$ cat src/rtl/sgiad_defs.svh
/*
 * Constants of the register guard and illegal access detector: bus widths,
 * register addresses, field positions, reset values and memory map bounds.
 * Assumes a 20-bit byte address space and an 8-bit data bus.
 */
`ifndef SGIAD_DEFS_SVH
`define SGIAD_DEFS_SVH

// ****************************************************************
// bus widths
// ****************************************************************
`define SGIAD_AW 20
`define SGIAD_DW 8

// ****************************************************************
// own registers
// ****************************************************************
`define SGIAD_CTRL_ADDR 20'hF0078
`define SGIAD_STAT_ADDR 20'hF0079
`define SGIAD_MASK_ADDR 20'hF007A
`define SGIAD_CTRL_RST 8'h00
`define SGIAD_CTRL_RW_MASK 8'hB7
`define SGIAD_BIT_DET_EN 7
`define SGIAD_BIT_RAMG_HI 5
`define SGIAD_BIT_RAMG_LO 4
`define SGIAD_BIT_PORT_G 2
`define SGIAD_BIT_IRQ_G 1
`define SGIAD_BIT_CLK_G 0
`define SGIAD_EV_W 2
`define SGIAD_EV_ILLEGAL 0
`define SGIAD_EV_BLOCKED 1
`define SGIAD_EV_RST 2'h0

// ****************************************************************
// memory map
// ****************************************************************
`define SGIAD_SFR1_LO 20'hFFF00
`define SGIAD_SFR1_HI 20'hFFFFF
`define SGIAD_SFR2_LO 20'hF0000
`define SGIAD_SFR2_HI 20'hF07FF
`define SGIAD_RSV_LO 20'h10000
`define SGIAD_RSV_HI 20'hEFFFF
`define SGIAD_FLASH_LO 20'h00000
`define SGIAD_FLASH_HI 20'h03FFF
`define SGIAD_RAM_LO 20'hFF900
`define SGIAD_RAM_HI 20'hFFEFF
`define SGIAD_RAMG_128 20'h00080
`define SGIAD_RAMG_256 20'h00100
`define SGIAD_RAMG_512 20'h00200

// ****************************************************************
// guarded register windows, plus the port output data window that is never guarded
// ****************************************************************
`define SGIAD_PORT_DATA_LO 20'hFFF00
`define SGIAD_PORT_DATA_HI 20'hFFF1F
`define SGIAD_PORT_DIR_LO 20'hFFF20
`define SGIAD_PORT_DIR_HI 20'hFFF2F
`define SGIAD_PULLUP_LO 20'hF0030
`define SGIAD_PULLUP_HI 20'hF0037
`define SGIAD_PORT_MODE 20'hF0060
`define SGIAD_ANALOG_CFG 20'hF0076
`define SGIAD_IRQ_LO 20'hFFFD0
`define SGIAD_IRQ_HI 20'hFFFEF
`define SGIAD_IRQ2_LO 20'hFFFE0
`define SGIAD_IRQ2_HI 20'hFFFEF
`define SGIAD_EDGE_LO 20'hF0038
`define SGIAD_EDGE_HI 20'hF0039
`define SGIAD_CLK_LO 20'hFFFA0
`define SGIAD_CLK_HI 20'hFFFA5
`define SGIAD_PERIPH_LO 20'hF00F0
`define SGIAD_PERIPH_HI 20'hF00F3
`define SGIAD_VDET_LO 20'hFFFA8
`define SGIAD_VDET_HI 20'hFFFA9
`define SGIAD_PARITY 20'hF00F5

`endif

$ cat src/rtl/sgiad_pkg.sv
/*
 * Types shared by the guard and detector modules.
 * Assumes sgiad_defs.svh supplies the numeric constants.
 */
package sgiad_pkg;

	// register group a bus address belongs to
	typedef enum logic [1:0] {
		SGIAD_GRP_NONE,
		SGIAD_GRP_PORT,
		SGIAD_GRP_IRQ,
		SGIAD_GRP_CLK
	} sgiad_group_t;

	typedef logic [19:0] sgiad_addr_t;
	typedef logic [7:0] sgiad_data_t;

endpackage

$ cat src/rtl/sgiad_sfr_class.sv
/*
 * Address classifier: sorts a bus address into the guarded register
 * group it belongs to, or none.
 * Assumes the address is stable while the access strobe is high.
 */
`timescale 1ns/1ps
`include "sgiad_defs.svh"

module sgiad_sfr_class (
	input wire sgiad_pkg::sgiad_addr_t i_addr, // bus address
	output sgiad_pkg::sgiad_group_t o_group // guarded group
);
	import sgiad_pkg::*;

	function automatic logic in_win(input sgiad_addr_t a, input sgiad_addr_t lo,
			input sgiad_addr_t hi);
		in_win = (a >= lo) && (a <= hi);
	endfunction

	always_comb begin
		o_group = SGIAD_GRP_NONE;
		// port output data stays writable whatever the guard holds
		if (in_win(i_addr, `SGIAD_PORT_DATA_LO, `SGIAD_PORT_DATA_HI)) begin
			o_group = SGIAD_GRP_NONE;
		end else if (in_win(i_addr, `SGIAD_PORT_DIR_LO, `SGIAD_PORT_DIR_HI) ||
				in_win(i_addr, `SGIAD_PULLUP_LO, `SGIAD_PULLUP_HI) ||
				(i_addr == `SGIAD_PORT_MODE) ||
				(i_addr == `SGIAD_ANALOG_CFG)) begin
			o_group = SGIAD_GRP_PORT;
		end else if (in_win(i_addr, `SGIAD_IRQ_LO, `SGIAD_IRQ_HI) ||
				in_win(i_addr, `SGIAD_EDGE_LO, `SGIAD_EDGE_HI)) begin
			o_group = SGIAD_GRP_IRQ;
		end else if (in_win(i_addr, `SGIAD_CLK_LO, `SGIAD_CLK_HI) ||
				in_win(i_addr, `SGIAD_PERIPH_LO, `SGIAD_PERIPH_HI) ||
				in_win(i_addr, `SGIAD_VDET_LO, `SGIAD_VDET_HI) ||
				(i_addr == `SGIAD_PARITY)) begin
			o_group = SGIAD_GRP_CLK;
		end
	end

endmodule

$ cat src/rtl/sgiad_top.sv
/*
 * Register write guard and illegal access detector on the internal bus.
 * Watches every fetch, read and write of the core, filters writes to
 * guarded register groups and the guarded low end of RAM, and requests a
 * reset on a prohibited access. Holds the guard control register plus an
 * event status and mask register driving one interrupt line.
 * Assumes the core issues at most one access per cycle, with the address
 * held beside a one-cycle strobe, and that the option level comes from
 * logic on the same clock.
 */
// Local design decision: the plain strobed port.
// Summary of operation
// - any reset clears guard control to zero
// - port guard blocks port control writes only
// - port output data writes always pass
// - interrupt guard blocks interrupt register writes
// - clock guard blocks clock, voltage, parity writes
// - active detection resets on prohibited access
// - detection enable bit switches detection
// - detection enable bit is set-only until reset
// - watchdog option forces detection on
// - fetch from top register block prohibited
// - fetch from second register block prohibited
// - read or fetch in reserved area 10000-EFFFF prohibited
// - read or fetch in flash allowed
// - any access in RAM allowed
// - RAM guard field protects 128/256/512 bytes
`timescale 1ns/1ps
`include "sgiad_defs.svh"

module sgiad_top (
	input wire logic i_core_clk, // system clock, 10 MHz
	input wire logic i_rst_n, // asynchronous reset, active low
	input wire sgiad_pkg::sgiad_addr_t i_bus_addr, // core access address
	input wire sgiad_pkg::sgiad_data_t i_bus_wdata, // core write data
	input wire logic i_bus_wr, // core write strobe
	input wire logic i_bus_rd, // core data read strobe
	input wire logic i_bus_fetch, // core instruction fetch strobe
	input wire logic i_watchdog_option_on, // option setting, level
	output sgiad_pkg::sgiad_data_t o_bus_rdata, // own register read data
	output logic o_wr_pass, // write forwarded to target
	output sgiad_pkg::sgiad_addr_t o_wr_addr, // forwarded write address
	output sgiad_pkg::sgiad_data_t o_wr_data, // forwarded write data
	output logic o_illegal_rst_req, // internal reset request pulse
	output logic o_detect_active, // detection in force
	output logic o_irq // interrupt, level
);
	import sgiad_pkg::*;

	// ****************************************************************
	// state
	// ****************************************************************
	logic det_en_q;
	logic ramg_hi_q;
	logic ramg_lo_q;
	logic port_g_q;
	logic irq_g_q;
	logic clk_g_q;
	logic wdt_on_q;
	logic wdt_taken_q;
	logic [`SGIAD_EV_W-1:0] stat_q;
	logic [`SGIAD_EV_W-1:0] stat_d;
	logic [`SGIAD_EV_W-1:0] mask_q;
	sgiad_data_t ctrl_rd;
	sgiad_data_t rdata_d;
	sgiad_group_t grp;
	logic sel_ctrl;
	logic sel_stat;
	logic sel_mask;
	logic wr_blocked;
	logic illegal;
	logic detect;
	logic [`SGIAD_EV_W-1:0] ev;

	// ****************************************************************
	// helper functions
	// ****************************************************************
	function automatic logic in_range(input sgiad_addr_t a, input sgiad_addr_t lo,
			input sgiad_addr_t hi);
		in_range = (a >= lo) && (a <= hi);
	endfunction

	// prohibited-region compare for one access
	function automatic logic prohibited(input sgiad_addr_t a, input logic fetch,
			input logic rd);
		logic ng;
		ng = 1'b0;
		if (fetch && in_range(a, `SGIAD_SFR1_LO, `SGIAD_SFR1_HI)) begin
			ng = 1'b1;
		end
		if (fetch && in_range(a, `SGIAD_SFR2_LO, `SGIAD_SFR2_HI)) begin
			ng = 1'b1;
		end
		if ((fetch || rd) && in_range(a, `SGIAD_RSV_LO, `SGIAD_RSV_HI)) begin
			ng = 1'b1;
		end
		// flash and RAM ranges lie outside every window above
		prohibited = ng;
	endfunction

	// size of the guarded low end of RAM, zero when off
	function automatic sgiad_addr_t ram_guard_len(input logic hi, input logic lo);
		sgiad_addr_t len;
		len = '0;
		unique case ({hi, lo})
			2'b00: len = '0;
			2'b01: len = `SGIAD_RAMG_128;
			2'b10: len = `SGIAD_RAMG_256;
			2'b11: len = `SGIAD_RAMG_512;
		endcase
		ram_guard_len = len;
	endfunction

	// status-width field widened to the data bus
	function automatic sgiad_data_t ev_to_data(input logic [`SGIAD_EV_W-1:0] v);
		ev_to_data = {{(`SGIAD_DW-`SGIAD_EV_W){1'b0}}, v};
	endfunction

	// ****************************************************************
	// address decode
	// ****************************************************************
	sgiad_sfr_class u_class (
		.i_addr(i_bus_addr),
		.o_group(grp)
	);

	assign sel_ctrl = (i_bus_addr == `SGIAD_CTRL_ADDR);
	assign sel_stat = (i_bus_addr == `SGIAD_STAT_ADDR);
	assign sel_mask = (i_bus_addr == `SGIAD_MASK_ADDR);

	// ****************************************************************
	// write guard
	// ****************************************************************
	always_comb begin
		wr_blocked = 1'b0;
		unique case (grp)
			SGIAD_GRP_NONE: wr_blocked = 1'b0;
			SGIAD_GRP_PORT: wr_blocked = port_g_q;
			SGIAD_GRP_IRQ: wr_blocked = irq_g_q;
			SGIAD_GRP_CLK: wr_blocked = clk_g_q;
		endcase
		if (in_range(i_bus_addr, `SGIAD_RAM_LO, `SGIAD_RAM_HI) &&
				((i_bus_addr - `SGIAD_RAM_LO) < ram_guard_len(ramg_hi_q, ramg_lo_q))) begin
			wr_blocked = 1'b1;
		end
	end

	// blocked writes are dropped quietly: no flag of error on the bus
	always_ff @(posedge i_core_clk or negedge i_rst_n) begin
		if (!i_rst_n) begin
			o_wr_pass <= 1'b0;
		end else begin
			o_wr_pass <= i_bus_wr && !wr_blocked;
		end
	end

	// address and data copied every cycle, qualified by the pass pulse
	always_ff @(posedge i_core_clk or negedge i_rst_n) begin
		if (!i_rst_n) begin
			o_wr_addr <= '0;
			o_wr_data <= '0;
		end else begin
			o_wr_addr <= i_bus_addr;
			o_wr_data <= i_bus_wdata;
		end
	end

	// ****************************************************************
	// option capture
	// ****************************************************************
	// taken once after reset release; the option does not change at run time
	always_ff @(posedge i_core_clk or negedge i_rst_n) begin
		if (!i_rst_n) begin
			wdt_on_q <= 1'b0;
			wdt_taken_q <= 1'b0;
		end else if (!wdt_taken_q) begin
			wdt_on_q <= i_watchdog_option_on;
			wdt_taken_q <= 1'b1;
		end
	end

	// ****************************************************************
	// guard control register
	// ****************************************************************
	// detection enable: set-only until the next reset
	always_ff @(posedge i_core_clk or negedge i_rst_n) begin
		if (!i_rst_n) begin
			det_en_q <= 1'(`SGIAD_CTRL_RST >> `SGIAD_BIT_DET_EN);
		end else if (i_bus_wr && sel_ctrl) begin
			det_en_q <= det_en_q | i_bus_wdata[`SGIAD_BIT_DET_EN];
		end
	end

	always_ff @(posedge i_core_clk or negedge i_rst_n) begin
		if (!i_rst_n) begin
			ramg_hi_q <= 1'b0;
			ramg_lo_q <= 1'b0;
			port_g_q <= 1'b0;
			irq_g_q <= 1'b0;
			clk_g_q <= 1'b0;
		end else if (i_bus_wr && sel_ctrl) begin
			// whole-byte update of the guard fields; detection enable is set-only above
			ramg_hi_q <= i_bus_wdata[`SGIAD_BIT_RAMG_HI];
			ramg_lo_q <= i_bus_wdata[`SGIAD_BIT_RAMG_LO];
			port_g_q <= i_bus_wdata[`SGIAD_BIT_PORT_G];
			irq_g_q <= i_bus_wdata[`SGIAD_BIT_IRQ_G];
			clk_g_q <= i_bus_wdata[`SGIAD_BIT_CLK_G]; // software clears for programming
		end
	end

	// ****************************************************************
	// illegal access detection
	// ****************************************************************
	assign detect = det_en_q || wdt_on_q;
	assign illegal = detect && prohibited(i_bus_addr, i_bus_fetch, i_bus_rd);

	always_ff @(posedge i_core_clk or negedge i_rst_n) begin
		if (!i_rst_n) begin
			o_illegal_rst_req <= 1'b0;
		end else begin
			o_illegal_rst_req <= illegal;
		end
	end

	always_ff @(posedge i_core_clk or negedge i_rst_n) begin
		if (!i_rst_n) begin
			o_detect_active <= 1'b0;
		end else begin
			o_detect_active <= detect;
		end
	end

	// ****************************************************************
	// event status, mask and interrupt
	// ****************************************************************
	always_comb begin
		ev = '0;
		ev[`SGIAD_EV_ILLEGAL] = illegal;
		ev[`SGIAD_EV_BLOCKED] = i_bus_wr && wr_blocked;
		stat_d = stat_q;
		if (i_bus_wr && sel_stat) begin
			stat_d = stat_q & ~i_bus_wdata[`SGIAD_EV_W-1:0];
		end
		// a new event wins over a clear in the same cycle
		stat_d = stat_d | ev;
	end

	always_ff @(posedge i_core_clk or negedge i_rst_n) begin
		if (!i_rst_n) begin
			stat_q <= `SGIAD_EV_RST;
		end else begin
			stat_q <= stat_d;
		end
	end

	always_ff @(posedge i_core_clk or negedge i_rst_n) begin
		if (!i_rst_n) begin
			mask_q <= `SGIAD_EV_RST;
		end else if (i_bus_wr && sel_mask) begin
			mask_q <= i_bus_wdata[`SGIAD_EV_W-1:0];
		end
	end

	// built from next status and mask so the level has no extra lag
	always_ff @(posedge i_core_clk or negedge i_rst_n) begin
		if (!i_rst_n) begin
			o_irq <= 1'b0;
		end else begin
			o_irq <= |(stat_d & (i_bus_wr && sel_mask ?
					i_bus_wdata[`SGIAD_EV_W-1:0] : mask_q));
		end
	end

	// ****************************************************************
	// register read port
	// ****************************************************************
	always_comb begin
		ctrl_rd = '0;
		ctrl_rd[`SGIAD_BIT_DET_EN] = det_en_q;
		ctrl_rd[`SGIAD_BIT_RAMG_HI] = ramg_hi_q;
		ctrl_rd[`SGIAD_BIT_RAMG_LO] = ramg_lo_q;
		ctrl_rd[`SGIAD_BIT_PORT_G] = port_g_q;
		ctrl_rd[`SGIAD_BIT_IRQ_G] = irq_g_q;
		ctrl_rd[`SGIAD_BIT_CLK_G] = clk_g_q;
		ctrl_rd = ctrl_rd & `SGIAD_CTRL_RW_MASK;
		rdata_d = '0;
		if (i_bus_rd) begin
			if (sel_ctrl) begin
				rdata_d = ctrl_rd;
			end else if (sel_stat) begin
				rdata_d = ev_to_data(stat_q);
			end else if (sel_mask) begin
				rdata_d = ev_to_data(mask_q);
			end
		end
	end

	// data stand one cycle after the read strobe, zero otherwise
	always_ff @(posedge i_core_clk or negedge i_rst_n) begin
		if (!i_rst_n) begin
			o_bus_rdata <= '0;
		end else begin
			o_bus_rdata <= rdata_d;
		end
	end

endmodule

$ cat config.mk
export PLATFORM = sky130hd
export DESIGN_NAME = sgiad_top
export DESIGN_NICKNAME = d
export VERILOG_FILES = /design/src/rtl/sgiad_pkg.sv /design/src/rtl/sgiad_sfr_class.sv /design/src/rtl/sgiad_top.sv
export VERILOG_INCLUDE_DIRS = /design/src /design/src/rtl
export SDC_FILE = /design/constraint.sdc
export NUM_CORES = 1
export LEC_CHECK = 0
export BUFFER_PORTS_ARGS = -buffer_cell sky130_fd_sc_hd__buf_2
export CAP_MARGIN = 20
export CORE_AREA = 2 2 76 78
export CTS_CLUSTER_SIZE = 16
export DETAILED_ROUTE_END_ITERATION = 10
export DIE_AREA = 0 0 78 80
export PLACE_DENSITY = 0.72
export REMOVE_ABC_BUFFERS = 1
export SKIP_LAST_GASP = 1
export SLEW_MARGIN = 5
export SYNTH_ARGS = -nofsm -noshare
export SYNTH_HDL_FRONTEND = slang
export SYNTH_HIERARCHICAL = 1
export SYNTH_SLANG_ARGS = --single-unit
$ cat constraint.sdc
create_clock -name i_core_clk -period 1.56 [get_ports i_core_clk]
set_input_delay 0.234 -clock i_core_clk [delete_from_list [all_inputs] [get_ports i_core_clk]]
set_output_delay 0.234 -clock i_core_clk [all_outputs]
set_load 0.01 [all_outputs]
# [Word-level counts from Yosys, hierarchy flattened]
# Index checks and enable logic that the tools add are counted.
[totals] ff_bits=52 in_bits=34 out_inout_bits=40 wordCells=110
[classes] addsub=1 magnitude_cmp=24 n_eq_ne=12 mux=16 bitwise_logic=5 n_reduce_logical=35
[op_table] cell="<= comparator 20 bit, second input constant" count=12
[op_table] cell=">= comparator 20 bit, second input constant" count=10
[op_table] cell="equality test 20 bit, second input constant" count=6
[op_table] cell="case mux 20 bit (4 select lines)" count=1
[op_table] cell="logical AND 1 bit" count=22
[op_table] cell=">= comparator 20 x 17 -> 1 bit, second input constant" count=1
[op_table] cell="less-than comparator 20 bit" count=1
[op_table] cell="subtractor 20 bit, second input constant" count=1
[op_table] cell="2-to-1 mux 2 bit" count=8
[op_table] cell="2-to-1 mux 8 bit" count=2
[op_table] cell="logical OR 1 bit" count=9
[op_table] cell="equality test 2 bit, second input constant" count=4
[op_table] cell="bitwise AND 2 bit" count=2
[op_table] cell="equality test 2 x 1 -> 1 bit, second input constant" count=2
[op_table] cell="logical NOT 2 bit" count=2
[op_table] cell="2-to-1 mux 1 bit" count=4
[op_table] cell="case mux 1 bit (4 select lines)" count=1
[op_table] cell="NOT 2 bit" count=1
[op_table] cell="OR 2 bit" count=1
[op_table] cell="OR reduction 2 bit" count=1
[op_table] cell="logical NOT 1 bit" count=1
[op_table] cell="OR 1 bit" count=1

# [Longest topological paths before layout]
[depth] word_depth=16 mapped_depth=9 mapped_depth_nobuf=9

# [Hierarchy]
# The synthesis kept the hierarchy.
[modules_own_cells] module="sgiad_top" instances=1 cells_each=149 area_each_um2=1904.3
[modules_own_cells] module="sgiad_sfr_class" instances=1 cells_each=32 area_each_um2=224.0

# [Worst setup path after synthesis]
# OpenSTA, ideal clock, no wires.
[synth_timing] kind="input -> register" from="in i_bus_addr[1]" to="reg o_irq" setup_ns=0.121 t_arrival_ns=2.176 t_required_ns=1.439 slack_ns=-0.737 path_stages=9 path_buffers=0 path_cell_list="or4b_1 o221ai_1 a32oi_1 o311ai_2 mux2i_1 a21oi_1 and2_1 a211o_1 a22o_1"
[synth_between] elab_chain_len=16 elab_cells_between_ends=75 cone_classes="1 x add/sub; 24 x order compare; 8 x eq/ne; 11 x mux; 2 x bitwise; 29 x reduce/logical"
[synth_rtl] element="start: declaration" line="sgiad_top.sv:34" text="input wire sgiad_pkg::sgiad_addr_t i_bus_addr,"
[synth_rtl] element=">= comparator 20 bit or <= comparator 20 bit (tied branches)" line="sgiad_sfr_class.sv:17" text="in_win = (a >= lo) && (a <= hi);"
[synth_rtl] element="logical AND 1 bit" line="sgiad_sfr_class.sv:17"
[synth_rtl] element="logical OR 1 bit (3 in series)" line="sgiad_sfr_class.sv:33" text="end else if (in_win(i_addr, `SGIAD_CLK_LO, `SGIAD_CLK_HI) ||"
[synth_rtl] element="2-to-1 mux 2 bit" line="sgiad_sfr_class.sv:33"
[synth_rtl] element="2-to-1 mux 2 bit" line="sgiad_sfr_class.sv:30" text="end else if (in_win(i_addr, `SGIAD_IRQ_LO, `SGIAD_IRQ_HI) ||"
[synth_rtl] element="2-to-1 mux 2 bit" line="sgiad_sfr_class.sv:25" text="end else if (in_win(i_addr, `SGIAD_PORT_DIR_LO, `SGIAD_PORT_DIR_HI) ||"
[synth_rtl] element="2-to-1 mux 2 bit (*)" line="sgiad_sfr_class.sv:23" text="if (in_win(i_addr, `SGIAD_PORT_DATA_LO, `SGIAD_PORT_DATA_HI)) begin"
[synth_rtl] element="named net grp[0]" line="sgiad_top.sv:66" text="sgiad_group_t grp;"
[synth_rtl] element="equality test 2 bit (tied with other cells)" line="sgiad_top.sv:136" text="unique case (grp)"
[synth_rtl] element="case mux 1 bit (4 select lines) (*)" line="sgiad_top.sv:136"
[synth_rtl] element="2-to-1 mux 1 bit (*)" line="sgiad_top.sv:142" text="if (in_range(i_bus_addr, `SGIAD_RAM_LO, `SGIAD_RAM_HI) &&"
[synth_rtl] element="logical AND 1 bit (*)" line="sgiad_top.sv:239" text="ev[`SGIAD_EV_BLOCKED] = i_bus_wr && wr_blocked;"
[synth_rtl] element="OR 2 bit (*)" line="sgiad_top.sv:245" text="stat_d = stat_d | ev;"
[synth_rtl] element="named net stat_d[1]" line="sgiad_top.sv:62" text="logic [`SGIAD_EV_W-1:0] stat_d;"
[synth_rtl] element="bitwise AND 2 bit (*)" line="sgiad_top.sv:269" text="o_irq <= |(stat_d & (i_bus_wr && sel_mask ?"
[synth_rtl] element="OR reduction 2 bit (*)" line="sgiad_top.sv:269"
[synth_rtl] element="end signal: assignment" line="sgiad_top.sv:269"
[synth_rtl] element="end: declaration" line="sgiad_top.sv:46" text="output logic o_irq"
# Mark *: on every way through the listed nets, which the timed path passes. The rest lies on a longest branch.
# A chain may end at the register's enable or synchronous reset.

# [Final worst setup path]
[layout_timing] from="in i_bus_addr[4]" to="reg o_irq"
# Same word-level chain as after synthesis.

==> impl_metrics.tcl <==
set metrics [dict create \
    via_per_inst 4.91 \
    synth_fa_ha_area_frac 0.0294 \
    nFillCells 463 \
    dpl_cell_area_um2 2860 \
    ant_nets 0 \
    syn2layout_area_growth_pct 45.7 \
    yosysTopAreaCell "dfrtp_1" \
    yosys.area_share.simple 0.197 \
    cts-buffers-inserted 5 \
    port_buffers 71 \
    p_sw_uw 605 \
    p_leak_nw 1.51 \
    synth_top_area_share 0.588 \
    synth_compound_area_frac 0.0911 \
    combPwrFrac 0.133 \
    dieArea_um2 6240 \
    layout.nets 340 \
    firstDrtPassIters 5 \
    yosysUniqueCellTypes 50 \
    crit_type "in2reg" \
    clock_skew_ps 4.90 \
    swShare 0.234 \
    wl_per_cell_um 14.0 \
    vias 1838 \
    antenna_found_initial 0 \
    fin_crit_ps 2140 \
    synth_xor_area_frac 0.00823 \
    syn_avg_cell_area_um2 11.8 \
    io_pins 74 \
    r2r_end "o_irq$_DFF_PN0_" \
    p_clk_frac 0.345 \
    regArea_um2 1250 \
    ys_ff_latch 50 \
    gr-usage-all-layers 0.174 \
    grt_pass1_wl_mm 8.56 \
    r2r_start "ramg_lo_q$_DFFE_PN0P_" \
    hold_depth 1 \
    synth.mux.area_fraction 0.0564 \
    rsz0062_at_grt "true" \
    worst_hold_slack_ps 32.2 \
    synthTopCellsByArea "dfrtp_1 59%, mux2_2 3.7%, ha_1 2.9%" \
    fmax_mhz 467 \
    post-dp-hpwl_mm 3.78 \
    grt_max_degree 51 \
    grt_pass1_vias 1829 \
    ys_seq_area_frac 0.588 \
    hold_class "in2reg" \
    synth_edf_count 0 \
    synth_async_sr_flop_share 1.00 \
    cp_slowest_stage_delay_ps 530 \
    initial_core_util 0.394 \
    yosys_warnings 6 \
    reg2regPathDepth 9 \
    period_share 1.37 \
    slew_violations 0 \
    crit_path_cell_trace "buf_6, or4b_4, o221ai_2, a32oi_1, o311ai_2, mux2i_1, a21oi_2, and2_1, a211o_1, a22o_1" \
    gp_congestion 0.864 \
    clk_latency_ps 300 \
    fin_ws_ps -583 \
    power.share.sequential 0.523 \
    vdd_drop_max_v 0.000669 \
    grt_overflow_total 0 \
    final-hold-violation-count 0 \
    final_area_um2 3100 \
    crit_fanout 2 \
    critPathRequiredTime_ps 1750 \
    hp-start "i_bus_wdata[3]" \
    totalWireLength_mm 5.25 \
    cts_tree "built" \
    layoutNonFillerInstCount 374 \
    r2r_slack_ps -430 \
    cp.arrival_ps 2340 \
    worst_setup_path_end_kind "register" \
    synth_top_family_by_area "simple AND/OR/NAND/NOR gates" \
    synth_cells 181 \
    crit_buf_inv 1 \
    setup_viol 10 \
    drc 0 \
    cts_sinks 50 \
    cp_top_family "compound AO/OA/AOI/OAI gates" \
    die_y_um 80 \
    rows 27 \
    power_density_nw_per_um2 832 \
    drive_above_1_share 0.480 \
    fin_util 0.574 \
    pre_cts_ws_ps -986 \
    antennaDiodeCount 0 \
    slowest_stage "or4b_4" \
    holdPathEnd "o_wr_data[3]$_DFF_PN0_" \
    synthFlopType "dfrtp_1" \
    outcome "finished with violations" \
    clk_pin_slew_ps 90 \
    worst_setup_path_start_kind "primary input" \
    coreArea_um2 5410 \
    max-clock-path-buffers 2 \
    cts_max_level 2 \
    multi_input_area_um2 870 \
    violations "negative setup slack" \
    dp.cells 360 \
    first_iter_violations 69 \
    intPower_mw 1.98 \
    cts_root_buffer "clkbuf_8" \
    die_x_um 78 \
    cap_violations 0 \
    syn_area_um2 2130 \
]
area by class of cell:
type,count,area share
repair buffers,115,0.238
well taps,72,0.0291
clock inverters,3,0.0145
clock buffers,5,0.0222
inverters,10,0.0121
multi-input cells,119,0.280
flip-flops and latches,50,0.404
what timing repair did:
| action | 4_1_cts | 5_1_grt |
|---|---|---|
| resized for setup | 16 | 4 |
| endpoints found under the setup margin | 11 | 11 |
| buffers inserted | 14 | 4 |
| pin swaps | 11 | 4 |
| hold buffers | 1 | 0 |
| endpoints found under the hold margin | 50 | 0 |
cell usage in the layout, fill, tap and decap left out, types with 3 or more instances in the layout:
master,Yosys,final
o21a_1,3,3
buf_6,0,8
nand2_1,6,6
clkbuf_8,0,5
nand3_1,8,7
mux2i_1,3,3
nand4_1,8,8
ha_1,5,5
buf_4,2,37
inv_1,10,10
nor3_1,4,4
mux2_4,0,3
dfrtp_1,50,50
buf_2,0,68
mux2_2,7,5
conb_1,2,3
nor2_1,16,16
nor4_1,3,3
a21oi_1,8,7
power groups by stage:
stage	Clock (mW)	Sequential (mW)	Combinational (mW)
finish	0.890	1.35	0.342
CTS	0.923	1.35	0.335
floorplan	0	1.40	0.0693
global placement	0	1.37	0.315
global route	0.990	1.35	0.375
detailed placement	0	1.37	0.319
per-stage QoR:
step | setup TNS [ps] | power [mW]
floorplan | -2300 | 1.47
global placement | -7130 | 1.69
detailed placement | -7120 | 1.69
CTS | -2280 | 2.61
global route | -2060 | 2.72
finish | -1710 | 2.58
sequential cells by signal, summed over array words and instances (netlist names), 2 cells and up:
| name | cells |
|---|---|
| stat_q | 2 |
| o_bus_rdata | 6 |
| o_wr_data | 8 |
| mask_q | 2 |
| o_wr_addr | 20 |
cell usage after synthesis (all sizes together) (2+ instances only):
cell / count
dfrtp: 50
ha: 5
conb: 2
nand2b: 2
and2: 2
nand2: 6
a211o: 2
and4: 2
nor2: 17
nor3b: 3
xor2: 2
nor3: 4
mux2i: 3
o21a: 3
buf: 2
inv: 10
nand4: 8
o221ai: 2
and3: 5
or4: 2
mux2: 8
o21ai: 3
nor4: 3
nand3: 8
a21oi: 8
cells by family (layout without fill, tap and decap cells):
kind of cell | count (synthesis) | after routing
buffers and inverters | 13 | 133
flip-flops | 50 | 50
other | 2 | 3
XOR/XNOR | 2 | 2
AND/OR/NAND/NOR | 71 | 71
AO/OA/AOI/OAI | 27 | 27
adder cells (fa/ha/maj) | 5 | 5
multiplexers | 11 | 11
how the worst max path moves through the flow:
stage                  start               to  cells after the start
4_1_cts        i_bus_addr[4]  o_irq$_DFF_PN0_                     10
6_report       i_bus_addr[4]  o_irq$_DFF_PN0_                     10
2_1_floorplan  i_bus_addr[1]  o_irq$_DFF_PN0_                      9
3_5_place_dp   i_bus_addr[1]  o_irq$_DFF_PN0_                     10
3_3_place_gp   i_bus_addr[1]  o_irq$_DFF_PN0_                     10
5_1_grt        i_bus_addr[4]  o_irq$_DFF_PN0_                     10
per-layer routing:
layer  global-route usage  wire [µm]  vias to the layer above
met3               0.0464        348                        7
met2                0.292       2610                       68
li1                     -          -                      890
met4               0.0596         74                        0
met1                0.219       2210                      873
met5                    0          0                        -
(Power assumes the default switching activity.)
